**src/rtl/psram_dev_pkg.sv**
```systemverilog
// psram_dev_pkg: shared types, register layout and timing constants for the
// octal ddr pseudo-static ram device model.
// assumes a single 250 mhz system clock and an ahb-lite register slave.
//
// Summary of operation
// - burst-type config bit 0 selects hybrid wrapping, 1 selects plain repeating wrap.
// - latency code 0000..0011 gives 5..8 clocks, 1110 gives 3, 1111 gives 4.
// - hybrid wrap: wrap once through group from start, then linear from next group.
// - wrap codes repeat within aligned 128, 64, 16 or 32 byte groups.
// - command linear bit set gives incrementing word addresses, ignoring burst code.
// - memory reads, writes and register reads wait the configured initial latency.
// - initial latency defaults to 6 clocks after reset.
// - pending refresh at transaction start drives strobe high and doubles latency.
// - register writes have no latency; data captured right after command phase.
// - register write data position ignores the strobe level shown in command phase.
// - array refresh may run alongside register write capture without delaying it.
// - fixed-latency bit set always drives strobe high and doubles latency.
// - fixed-latency bit is set after reset.
// - fixed-latency bit clear gives variable latency, strobe high only for refresh.
// - drive-strength field selects data pin impedance, resets to 000.
// - writing 0 to power-down bit enters deep power-down in time; refresh stops.
// - array contents are invalid after deep power-down.
// - deep power-down exits on chip select low then high, or on reset.
package psram_dev_pkg;
	typedef enum logic [2:0] {
		ST_IDLE = 3'b000,
		ST_CMD = 3'b001,
		ST_LAT = 3'b010,
		ST_RD = 3'b011,
		ST_WR = 3'b100,
		ST_REGWR = 3'b101,
		ST_DONE = 3'b110
	} state_t;

	// configuration register zero layout, msb first
	typedef struct packed {
		logic pd;
		logic [2:0] drv;
		logic [3:0] rsv;
		logic [3:0] lat;
		logic fixed;
		logic legacy;
		logic [1:0] blen;
	} cfg0_t;

	// link pins as seen by the sampler
	typedef struct packed {
		logic cs_n;
		logic ck;
		logic strobe;
		logic [7:0] dq;
	} link_in_t;

	localparam link_in_t LINK_IDLE = 11'h400;
	localparam logic [15:0] CFG0_RESET = 16'h8F1F;
	localparam logic [3:0] CFG0_RSV_ONES = 4'hF;
	localparam logic [2:0] DRV_RESET = 3'h0;
	localparam logic [3:0] LAT_DEFAULT_CLK = 4'h6;

	localparam logic [1:0] BL_128 = 2'h0;
	localparam logic [1:0] BL_64 = 2'h1;
	localparam logic [1:0] BL_16 = 2'h2;
	localparam logic [1:0] BL_32 = 2'h3;
	localparam logic [31:0] MASK_128 = 32'h0000003F;
	localparam logic [31:0] MASK_64 = 32'h0000001F;
	localparam logic [31:0] MASK_16 = 32'h00000007;
	localparam logic [31:0] MASK_32 = 32'h0000000F;
	localparam int GROUP_MAX_BITS = 6;
	localparam int GROUP_MIN_BITS = 3;

	// command-address word fields
	localparam logic [2:0] CMD_LAST = 3'h5;
	localparam int CMD_RW_BIT = 47;
	localparam int CMD_REG_BIT = 46;
	localparam int CMD_LIN_BIT = 45;
	localparam int CMD_ROW_HI = 44;
	localparam int CMD_ROW_LO = 16;
	localparam int CMD_COL_HI = 2;

	// timing
	localparam int SYS_MHZ = 250;
	localparam int REFR_INT_NS = 4000;
	localparam int REFR_CYC = (REFR_INT_NS * SYS_MHZ) / 1000;

	// register slave map
	localparam logic [31:0] OFF_CTRL = 32'h00000000;
	localparam logic [31:0] OFF_STATUS = 32'h00000004;
	localparam logic [31:0] OFF_CFG0 = 32'h00000008;
	localparam int CTRL_REFR_EN = 0;
	localparam int STS_PDN = 0;
	localparam int STS_EXIT = 1;
	localparam int STS_PEND = 2;
	localparam int STS_RBUSY = 3;
	localparam int STS_VALID = 4;
	localparam int STS_ACTIVE = 5;

	// latency code to clock count, reserved codes fall back to the default
	function automatic logic [3:0] lat_clocks(input logic [3:0] code);
		case (code)
			4'h0: lat_clocks = 4'h5;
			4'h1: lat_clocks = 4'h6;
			4'h2: lat_clocks = 4'h7;
			4'h3: lat_clocks = 4'h8;
			4'hE: lat_clocks = 4'h3;
			4'hF: lat_clocks = 4'h4;
			default: lat_clocks = LAT_DEFAULT_CLK;
		endcase
	endfunction : lat_clocks
endpackage : psram_dev_pkg

```
**src/rtl/link_sampler.sv**
```systemverilog
// link_sampler: brings chip select, bus clock, strobe and data into CLK_SYS.
// assumes the bus clock is far slower than CLK_SYS so every edge is seen.
`timescale 1ns/1ns
module link_sampler (
	input wire logic clk,
	input wire logic rst,
	input psram_dev_pkg::link_in_t raw,
	output psram_dev_pkg::link_in_t sync,
	output logic ck_edge,
	output logic cs_rise
);
	psram_dev_pkg::link_in_t s1_r;
	psram_dev_pkg::link_in_t s2_r;
	logic ck_d_r;
	logic cs_d_r;

	// two-stage synchroniser; data shares the clock's delay so alignment holds
	always_ff @(posedge clk) begin
		if (rst) begin
			s1_r <= psram_dev_pkg::LINK_IDLE;
			s2_r <= psram_dev_pkg::LINK_IDLE;
			ck_d_r <= 1'b0;
			cs_d_r <= 1'b1;
		end else begin
			s1_r <= raw;
			s2_r <= s1_r;
			ck_d_r <= s2_r.ck;
			cs_d_r <= s2_r.cs_n;
		end
	end

	// both clock edges carry a byte, ddr
	assign sync = s2_r;
	assign ck_edge = s2_r.ck ^ ck_d_r;
	assign cs_rise = s2_r.cs_n & ~cs_d_r;
endmodule : link_sampler

```
**src/rtl/burst_addr_step.sv**
```systemverilog
// burst_addr_step: next word address of a burst for wrap, hybrid and linear.
// assumes the caller steps once per 16-bit word and holds the start address.
`timescale 1ns/1ns
module burst_addr_step (
	input wire logic [31:0] cur,
	input wire logic [31:0] start,
	input wire logic linear,
	input wire logic legacy,
	input wire logic [1:0] blen,
	input wire logic done,
	output logic [31:0] next,
	output logic done_nxt
);
	logic [31:0] mask;
	logic [31:0] wrapped;

	// group size in words is half the byte length
	always_comb begin
		case (blen)
			psram_dev_pkg::BL_128: mask = psram_dev_pkg::MASK_128;
			psram_dev_pkg::BL_64: mask = psram_dev_pkg::MASK_64;
			psram_dev_pkg::BL_16: mask = psram_dev_pkg::MASK_16;
			default: mask = psram_dev_pkg::MASK_32;
		endcase
		wrapped = (cur & ~mask) | ((cur + 32'h00000001) & mask);
		next = wrapped;
		done_nxt = done;
		if (linear || done) begin
			next = cur + 32'h00000001;
		end else if (!legacy && wrapped == start) begin
			next = (start | mask) + 32'h00000001;
			done_nxt = 1'b1;
		end
	end
endmodule : burst_addr_step

```
**src/rtl/psram_octal_dev.sv**
```systemverilog
// psram_octal_dev: device side of a ddr octal pseudo-static ram with
// configuration register zero, refresh latency signalling and deep power-down.
// assumes the host drives CS_N, CK and DQ, with CK slow against CLK_SYS.
`timescale 1ns/1ns
module psram_octal_dev #(
	parameter int MEM_WORDS = 64,
	parameter int PDN_IN_NS = 1000,
	parameter int PDN_OUT_NS = 2000,
	parameter int REFR_BUSY_CYC = 20
) (
	input wire logic CLK_SYS,
	input wire logic SRST,
	input wire logic HSEL,
	input wire logic [31:0] HADDR,
	input wire logic [1:0] HTRANS,
	input wire logic HWRITE,
	input wire logic [2:0] HSIZE,
	input wire logic [31:0] HWDATA,
	input wire logic HREADY,
	output logic [31:0] HRDATA,
	output logic HREADYOUT,
	output logic HRESP,
	input wire logic CS_N,
	input wire logic CK,
	input wire logic [7:0] DQ_IN,
	input wire logic STROBE_IN,
	output logic [7:0] DQ_OUT,
	output logic DQ_OE,
	output logic STROBE_OUT,
	output logic STROBE_OE,
	output logic [2:0] DRIVE_STRENGTH
);
	localparam int IDX_W = $clog2(MEM_WORDS);
	localparam int PDN_IN_RAW = (PDN_IN_NS * psram_dev_pkg::SYS_MHZ) / 1000;
	localparam int PDN_OUT_RAW = (PDN_OUT_NS * psram_dev_pkg::SYS_MHZ) / 1000;
	localparam int PDN_IN_CYC = (PDN_IN_RAW < 1) ? 1 : PDN_IN_RAW;
	localparam int PDN_OUT_CYC = (PDN_OUT_RAW < 1) ? 1 : PDN_OUT_RAW;
	localparam int PDN_IN_BOUND = PDN_IN_CYC + 1;

	psram_dev_pkg::link_in_t ls;
	psram_dev_pkg::state_t state_r;
	psram_dev_pkg::cfg0_t cfg0_r;
	logic ck_edge;
	logic cs_rise;
	logic [39:0] cmd_r;
	logic [47:0] cmd_full;
	logic [31:0] cmd_word;
	logic [2:0] cmd_cnt_r;
	logic [5:0] lat_cnt_r;
	logic [5:0] lat_edges;
	logic [3:0] lat_clk;
	logic byte_hi_r;
	logic [31:0] addr_r;
	logic [31:0] start_r;
	logic [31:0] addr_nxt;
	logic done_nxt;
	logic linear_r;
	logic wrap_done_r;
	logic rd_r;
	logic reg_r;
	logic dbl_r;
	logic [7:0] wr_hi_r;
	logic [7:0] dq_out_r;
	logic dq_oe_r;
	logic strobe_out_r;
	logic strobe_oe_r;
	logic [15:0] mem_r [MEM_WORDS];
	logic [15:0] rd_word;
	logic [15:0] cfg0_bits;
	logic step;
	logic cmd_end;
	logic cmd_regwr;
	logic absorb;
	logic reg_we;
	logic [15:0] reg_wdata;
	logic mem_we;
	logic addr_step;
	logic pwr_busy;
	logic [15:0] rtim_r;
	logic [15:0] rcnt_r;
	logic pend_r;
	logic rbusy_r;
	logic refr_tick;
	logic refr_idle_ok;
	logic entering_r;
	logic pdn_r;
	logic exiting_r;
	logic [15:0] pcnt_r;
	logic exit_done;
	logic array_valid_r;
	logic refr_en_r;
	logic dwr_r;
	logic [31:0] daddr_r;
	logic [31:0] hrdata_r;
	logic hready_r;
	logic hresp_r;
	logic ahb_go;
	logic [31:0] rd_mux;

	link_sampler u_sampler (
		.clk(CLK_SYS),
		.rst(SRST),
		.raw({CS_N, CK, STROBE_IN, DQ_IN}),
		.sync(ls),
		.ck_edge(ck_edge),
		.cs_rise(cs_rise)
	);

	burst_addr_step u_step (
		.cur(addr_r),
		.start(start_r),
		.linear(linear_r),
		.legacy(cfg0_r.legacy),
		.blen(cfg0_r.blen),
		.done(wrap_done_r),
		.next(addr_nxt),
		.done_nxt(done_nxt)
	);

	// command decode and latency length
	assign cmd_full = {cmd_r, ls.dq};
	assign cmd_word = {cmd_full[psram_dev_pkg::CMD_ROW_HI:psram_dev_pkg::CMD_ROW_LO],
		cmd_full[psram_dev_pkg::CMD_COL_HI:0]};
	assign cmd_regwr = cmd_full[psram_dev_pkg::CMD_REG_BIT] && !cmd_full[psram_dev_pkg::CMD_RW_BIT];
	assign lat_clk = psram_dev_pkg::lat_clocks(cfg0_r.lat);
	assign lat_edges = dbl_r ? {lat_clk, 2'b00} : {1'b0, lat_clk, 1'b0};
	assign pwr_busy = pdn_r || exiting_r;
	assign step = ck_edge && !ls.cs_n && !pwr_busy;
	assign cmd_end = step && state_r == psram_dev_pkg::ST_CMD && cmd_cnt_r == psram_dev_pkg::CMD_LAST;
	assign absorb = cmd_end && dbl_r && !cmd_regwr;
	assign reg_we = step && state_r == psram_dev_pkg::ST_REGWR && !byte_hi_r;
	assign reg_wdata = {wr_hi_r, ls.dq};
	assign mem_we = step && state_r == psram_dev_pkg::ST_WR && !ls.strobe;
	assign addr_step = step && !byte_hi_r && (state_r == psram_dev_pkg::ST_RD || state_r == psram_dev_pkg::ST_WR);
	assign cfg0_bits = cfg0_r;
	assign rd_word = reg_r ? cfg0_bits : mem_r[addr_r[IDX_W-1:0]];

	// link sequencer: command phase, latency, then data; chip select high ends all
	always_ff @(posedge CLK_SYS) begin
		if (SRST) begin
			state_r <= psram_dev_pkg::ST_IDLE;
			cmd_r <= '0;
			cmd_cnt_r <= '0;
			lat_cnt_r <= '0;
			byte_hi_r <= 1'b1;
			addr_r <= '0;
			start_r <= '0;
			linear_r <= 1'b0;
			wrap_done_r <= 1'b0;
			rd_r <= 1'b0;
			reg_r <= 1'b0;
			dbl_r <= 1'b0;
			wr_hi_r <= '0;
			dq_out_r <= '0;
			dq_oe_r <= 1'b0;
			strobe_out_r <= 1'b0;
			strobe_oe_r <= 1'b0;
		end else if (ls.cs_n || pwr_busy) begin
			state_r <= psram_dev_pkg::ST_IDLE;
			dq_oe_r <= 1'b0;
			strobe_oe_r <= 1'b0;
			strobe_out_r <= 1'b0;
		end else begin
			case (state_r)
				psram_dev_pkg::ST_IDLE: begin
					state_r <= psram_dev_pkg::ST_CMD;
					cmd_cnt_r <= '0;
					byte_hi_r <= 1'b1;
					dbl_r <= cfg0_r.fixed || pend_r;
					strobe_out_r <= cfg0_r.fixed || pend_r;
					strobe_oe_r <= 1'b1;
				end
				psram_dev_pkg::ST_CMD: if (ck_edge) begin
					cmd_r <= cmd_full[39:0];
					cmd_cnt_r <= cmd_cnt_r + 3'h1;
					if (cmd_cnt_r == psram_dev_pkg::CMD_LAST) begin
						addr_r <= cmd_word;
						start_r <= cmd_word;
						linear_r <= cmd_full[psram_dev_pkg::CMD_LIN_BIT];
						wrap_done_r <= 1'b0;
						rd_r <= cmd_full[psram_dev_pkg::CMD_RW_BIT];
						reg_r <= cmd_full[psram_dev_pkg::CMD_REG_BIT];
						strobe_out_r <= 1'b0;
						strobe_oe_r <= cmd_full[psram_dev_pkg::CMD_RW_BIT];
						lat_cnt_r <= lat_edges;
						// register writes skip latency whatever the strobe showed
						state_r <= cmd_regwr ? psram_dev_pkg::ST_REGWR : psram_dev_pkg::ST_LAT;
					end
				end
				psram_dev_pkg::ST_LAT: if (ck_edge) begin
					lat_cnt_r <= lat_cnt_r - 6'h01;
					if (lat_cnt_r == 6'h01) begin
						state_r <= rd_r ? psram_dev_pkg::ST_RD : psram_dev_pkg::ST_WR;
					end
				end
				psram_dev_pkg::ST_RD: if (ck_edge) begin
					dq_out_r <= byte_hi_r ? rd_word[15:8] : rd_word[7:0];
					dq_oe_r <= 1'b1;
					strobe_out_r <= byte_hi_r;
					byte_hi_r <= ~byte_hi_r;
					if (!byte_hi_r) begin
						addr_r <= addr_nxt;
						wrap_done_r <= done_nxt;
					end
				end
				psram_dev_pkg::ST_WR: if (ck_edge) begin
					byte_hi_r <= ~byte_hi_r;
					if (!byte_hi_r) begin
						addr_r <= addr_nxt;
						wrap_done_r <= done_nxt;
					end
				end
				psram_dev_pkg::ST_REGWR: if (ck_edge) begin
					byte_hi_r <= 1'b0;
					if (byte_hi_r) begin
						wr_hi_r <= ls.dq;
					end else begin
						state_r <= psram_dev_pkg::ST_DONE;
					end
				end
				default: begin
					state_r <= state_r;
				end
			endcase
		end
	end

	// array storage, strobe high masks the byte
	always_ff @(posedge CLK_SYS) begin
		if (mem_we) begin
			if (byte_hi_r) begin
				mem_r[addr_r[IDX_W-1:0]][15:8] <= ls.dq;
			end else begin
				mem_r[addr_r[IDX_W-1:0]][7:0] <= ls.dq;
			end
		end
	end

	// configuration register zero; reserved bits always read as ones
	always_ff @(posedge CLK_SYS) begin
		if (SRST) begin
			cfg0_r <= psram_dev_pkg::CFG0_RESET;
		end else if (reg_we) begin
			cfg0_r <= reg_wdata;
			cfg0_r.rsv <= psram_dev_pkg::CFG0_RSV_ONES;
		end else if (exit_done) begin
			cfg0_r.pd <= 1'b1;
		end
	end

	// distributed refresh: tick sets pending, set wins over any clear
	assign refr_tick = refr_en_r && rtim_r == 16'(psram_dev_pkg::REFR_CYC - 1);
	assign refr_idle_ok = state_r == psram_dev_pkg::ST_IDLE || state_r == psram_dev_pkg::ST_REGWR
		|| state_r == psram_dev_pkg::ST_DONE;
	always_ff @(posedge CLK_SYS) begin
		if (SRST) begin
			rtim_r <= '0;
			rcnt_r <= '0;
			pend_r <= 1'b0;
			rbusy_r <= 1'b0;
		end else if (pdn_r) begin
			rtim_r <= '0;
			rcnt_r <= '0;
			pend_r <= 1'b0;
			rbusy_r <= 1'b0;
		end else begin
			rtim_r <= (refr_tick || !refr_en_r) ? 16'h0000 : rtim_r + 16'h0001;
			if (refr_tick) begin
				pend_r <= 1'b1;
			end else if (absorb || (rbusy_r && rcnt_r == 16'(REFR_BUSY_CYC - 1))) begin
				pend_r <= 1'b0;
			end
			if (absorb || (rbusy_r && rcnt_r == 16'(REFR_BUSY_CYC - 1))) begin
				rbusy_r <= 1'b0;
				rcnt_r <= '0;
			end else if (rbusy_r) begin
				rcnt_r <= rcnt_r + 16'h0001;
			end else if (pend_r && refr_idle_ok) begin
				rbusy_r <= 1'b1;
			end
		end
	end

	// deep power-down entry, stay, and exit timers
	assign exit_done = exiting_r && pcnt_r == 16'(PDN_OUT_CYC - 1);
	always_ff @(posedge CLK_SYS) begin
		if (SRST) begin
			entering_r <= 1'b0;
			pdn_r <= 1'b0;
			exiting_r <= 1'b0;
			pcnt_r <= '0;
			array_valid_r <= 1'b1;
		end else if (entering_r) begin
			pcnt_r <= pcnt_r + 16'h0001;
			if (pcnt_r == 16'(PDN_IN_CYC - 1)) begin
				entering_r <= 1'b0;
				pdn_r <= 1'b1;
				array_valid_r <= 1'b0;
				pcnt_r <= '0;
			end
		end else if (pdn_r) begin
			if (cs_rise) begin
				pdn_r <= 1'b0;
				exiting_r <= 1'b1;
			end
		end else if (exiting_r) begin
			// host must not start a transaction until this runs out
			pcnt_r <= exit_done ? 16'h0000 : pcnt_r + 16'h0001;
			exiting_r <= !exit_done;
		end else if (reg_we && !reg_wdata[15] && cfg0_r.pd) begin
			entering_r <= 1'b1;
		end
	end

	// ahb-lite slave, zero wait states, always OKAY
	assign ahb_go = HSEL && HTRANS[1] && HREADY;
	always_comb begin
		case (HADDR)
			psram_dev_pkg::OFF_CTRL: rd_mux = {31'h00000000, refr_en_r};
			psram_dev_pkg::OFF_STATUS: rd_mux = {26'h0000000, state_r != psram_dev_pkg::ST_IDLE,
				array_valid_r, rbusy_r, pend_r, exiting_r, pdn_r};
			psram_dev_pkg::OFF_CFG0: rd_mux = {16'h0000, cfg0_bits};
			default: rd_mux = 32'h00000000;
		endcase
	end
	always_ff @(posedge CLK_SYS) begin
		if (SRST) begin
			dwr_r <= 1'b0;
			daddr_r <= '0;
			hrdata_r <= '0;
			hready_r <= 1'b1;
			hresp_r <= 1'b0;
		end else begin
			dwr_r <= ahb_go && HWRITE;
			daddr_r <= HADDR;
			hready_r <= 1'b1;
			hresp_r <= 1'b0;
			if (ahb_go && !HWRITE) begin
				hrdata_r <= rd_mux;
			end
		end
	end

	// refresh enable from software steers the refresh timer
	always_ff @(posedge CLK_SYS) begin
		if (SRST) begin
			refr_en_r <= 1'b1;
		end else if (dwr_r && daddr_r == psram_dev_pkg::OFF_CTRL) begin
			refr_en_r <= HWDATA[psram_dev_pkg::CTRL_REFR_EN];
		end
	end

	assign HRDATA = hrdata_r;
	assign HREADYOUT = hready_r;
	assign HRESP = hresp_r;
	assign DQ_OUT = dq_out_r;
	assign DQ_OE = dq_oe_r;
	assign STROBE_OUT = strobe_out_r;
	assign STROBE_OE = strobe_oe_r;
	assign DRIVE_STRENGTH = cfg0_r.drv;
endmodule : psram_octal_dev

```
**config.mk**
```make
export PLATFORM = sky130hd
export DESIGN_NAME = psram_octal_dev
export DESIGN_NICKNAME = d
export VERILOG_FILES = /design/src/rtl/psram_dev_pkg.sv /design/src/rtl/link_sampler.sv /design/src/rtl/burst_addr_step.sv /design/src/rtl/psram_octal_dev.sv
export SDC_FILE = /design/constraint.sdc
export NUM_CORES = 2
export LEC_CHECK = 0
export BUFFER_PORTS_ARGS = -buffer_cell sky130_fd_sc_hd__buf_2
export CORE_MARGIN = 4
export CORE_UTILIZATION = 35
export DETAILED_ROUTE_END_ITERATION = 7
export PLACE_DENSITY = 0.52
export SLEW_MARGIN = 20
export SYNTH_ARGS = -nofsm -noshare
export SYNTH_HDL_FRONTEND = slang
export SYNTH_SLANG_ARGS = --single-unit
```
**constraint.sdc**
```tcl
create_clock -name CLK_SYS -period 2.9 [get_ports CLK_SYS]
set_input_delay 0.58 -clock CLK_SYS [delete_from_list [all_inputs] [get_ports CLK_SYS]]
set_output_delay 0.58 -clock CLK_SYS [all_outputs]
set_load 0.01 [all_outputs]
```
==> run_results.csv <==
group,metric,value,unit
timing,skew,31.39,ps
drt,ant_nets,0,
placement,hpwl,98180,um
timing,min_period,2865,ps
cells_and_area,fillers,13650,
synthesis,synth.most_common_cell,"edfxtp_1",
setup_path,required,3540,ps
setup_path,worst_setup_path_start_kind,"register",
global_route,grt_pass1_wl,218600,um
global_route,grt.met3_usage,0.03263,
synthesis,yosysTopAreaCell,"edfxtp_1",
pwr,max-vdd-ir-drop,0.5634,mV
timing,final_hold_viol_count,0,
timing,slew_viol_final,0,
cts,htreeDepth,4,
floorplan,die_area,0.1583,mm^2
pwr,p_per_area,599.0,mW/mm^2
synthesis,synth_area_per_cell,14.95,um^2
setup_path,worstSetupPathType,"register to register",
cts,clock-root-buffer,"clkbuf_16",
synthesis,synthFlopType,"edfxtp_1",
synthesis,synth_edf_count,1024,
synthesis,synth_top_area_share,0.5781,
drt,drt_first_iter_violations,2834,
worst_hold_path,hold_path_class,"primary input to register",
floorplan,die_x,397.8,um
timing,setup_viol,0,
placement,postPlaceCellArea,0.05855,mm^2
flow_run,maxCapViolCount,0,
placement,port_buffers,79,
timing,worst_pin_slew,979.3,ps
cts,insertion_delay,770,ps
cts,cts.sinks,1304,
status,outcome,"finished clean",
timing,fin_setup_tns,0,ps
floorplan,start_util,0.3534,
synthesis,synth.area.top_cells,"edfxtp_1, dfxtp_1, mux4_2",
global_route,antenna_found_initial,2,
drt,wl_per_cell,24.16,um
cells_and_area,area_growth,19.60,%
synthesis,syn-cell-area,0.05319,mm^2
cells_and_area,finalNonFillerCells,6151,
global_route,grt_max_degree,92,
global_route,grt-ovfl-total,0,
floorplan,fp.dieH,397.8,um
timing,timing.final.crit_share,0.9878,
setup_path,worst_ep_arrival_time,3500,ps
drt,wl,148600,um
synthesis,seq_area_frac_synth,0.6835,
floorplan,rows,142,
cells_and_area,diodes,0,
drt,num_vias,32530,
cells_and_area,finalNetCount,4123,
synthesis,yosys-top-cells-count,"edfxtp_1, nand2_1, nor2_1",
global_route,track_usage,0.1862,
cts,cts_tree,"done",
cells_and_area,design_area,0.06361,mm^2
synthesis,synth_cell_types,79,
global_route,busiest_layer,"met2",
setup_path,endpoint_kind,"register",
synthesis,synth.ff_latch_count,1304,
cts,path_clk_slew,60,ps
floorplan,core,0.1505,mm^2
timing,max_clock_freq,0.3491,GHz
global_route,grt_use_met2,0.2940,
pwr,total_power,38100,uW
floorplan,io_pins,133,
drt,vias_per_cell,5.289,
placement,place_inst,5851,
drt,dr.pass1.iters,7,
timing,relSlewSlack,0.3472,
global_route,grt_pass1_vias,32080,
placement,gp_congestion,0.8488,
global_route,gr-usage-met1,0.2636,
synthesis,synth_cells,3558,
synthesis,synth-async-reset-ratio,0,
cells_and_area,layout-drive-gt1-share,0.2385,
timing,rsz0062_at_grt,"true",
setup_path,cp_max_fo,13,
pwr,p_leak,0.02078,uW
timing,hold_slack,74.33,ps
drt,post-route-drc-count,0,
cts,cts_buffers,144,
cts,clock_path_buffers,3,
synthesis,ys_warn_count,0,
==> placed cells by master, fill, tap and decap left out, types with 42 or more instances in the layout <==
cell type  synthesis  final
a21oi_1          175    175
a221oi_1          42     42
a22oi_1           44     44
buf_2             22     78
buf_4             33    389
clkbuf_16          0    148
dfxtp_1          280    267
edfxtp_1        1024   1024
mux2i_1          124    123
mux4_2           224    224
nand2_1          313    312
nand3_1           84     84
nand4_1           47     47
nor2_1           306    304
nor2b_1           71     70
nor3_1            42     42
o21ai_0           69     67
xnor2_1           73     73
xor2_1            53     53
==> final cells by class <==
class                           count  area, um^2  area share
Inverter                           27       101.3    0.001593
Tap cell                         2016        2522     0.03965
Clock buffer                      183        3874     0.06089
Multi-Input combinational cell   2008       15650      0.2460
Clock inverter                     70       609.3    0.009579
Timing Repair Buffer              543        4459     0.07010
Sequential cell                  1304       36400      0.5722
==> layer usage <==
layer	vias to the layer above	part of all wire
li1	14620	-
met5	-	0.00011
met4	2	0.026
met2	998	0.47
met3	219	0.060
met1	16700	0.45
==> critical path, stage by stage (launching register included) <==
cell and delay, ps:
dfxtp_4 350, buf_12 200, buf_16 200, mux4_2 550, mux4_2 520, mux2i_1 190
buf_4 170, nor3b_1 110, a2111oi_2 340, nor4_1 80
==> path summary, 6_finish.rpt <==
check | slack [ps] | to | start | cells after the start
worst max register to register | 40 | DQ_OUT[3] | register | 9
worst min register to register | 430 | u_sampler.sync[5] | u_sampler.s1_r[5] | 1
worst min-delay path | 70 | daddr_r[13] | HADDR[13] | 2
worst max-delay path | 40 | DQ_OUT[3] | register | 9
==> metrics by stage <==
step / util / setup WS, ps
6_report: 0.4227 / 35.30
5_1_grt: 0.4227 / -16.80
4_1_cts: 0.4218 / 3.362
3_5_place_dp: 0.3891 / -280.7
3_3_place_gp: 0.3891 / -303.1
2_1_floorplan: - / 69.62
==> sequential cells by signal (all words and copies together) (netlist names), 13 cells and up, named ones only <==
name and cells:
mem_r 1024, cmd_r 40, addr_r 32, daddr_r 32, start_r 32, pcnt_r 16
rcnt_r 16, rtim_r 16, HRDATA 13
==> logic make-up (layout without fill, tap and decap cells) <==
group / after synthesis / count (layout) / synth area share
buffers and inverters: 262 / 823 / 0.02503
flip-flops: 1304 / 1304 / 0.6835
adder cells (fa/ha/maj): 10 / 10 / 0.002352
AO/OA/AOI/OAI: 459 / 459 / 0.05559
other: 2 / 18 / 0.0001412
XOR/XNOR: 127 / 127 / 0.02117
multiplexers: 357 / 357 / 0.1201
AND/OR/NAND/NOR: 1037 / 1037 / 0.09210
==> repair_timing <==
action / 4_1_cts / 5_1_grt
pin swaps: 0 / 3
endpoints found under the setup margin: 8 / 116
gates cloned: 0 / 1
hold buffers: 36 / 0
setup buffers: 6 / 4
gates resized for setup: 4 / 15
hold endpoints to repair: 36 / 0
==> power by group <==
group / switching [uW] / total [uW] / internal [uW]
registers: 85.6 / 20200 / 20100
clock network: 7410 / 17500 / 10100
logic: 293 / 433 / 140
total: 7780 / 38100 / 30300
No activity file was read; power rests on OpenSTA's default activity.
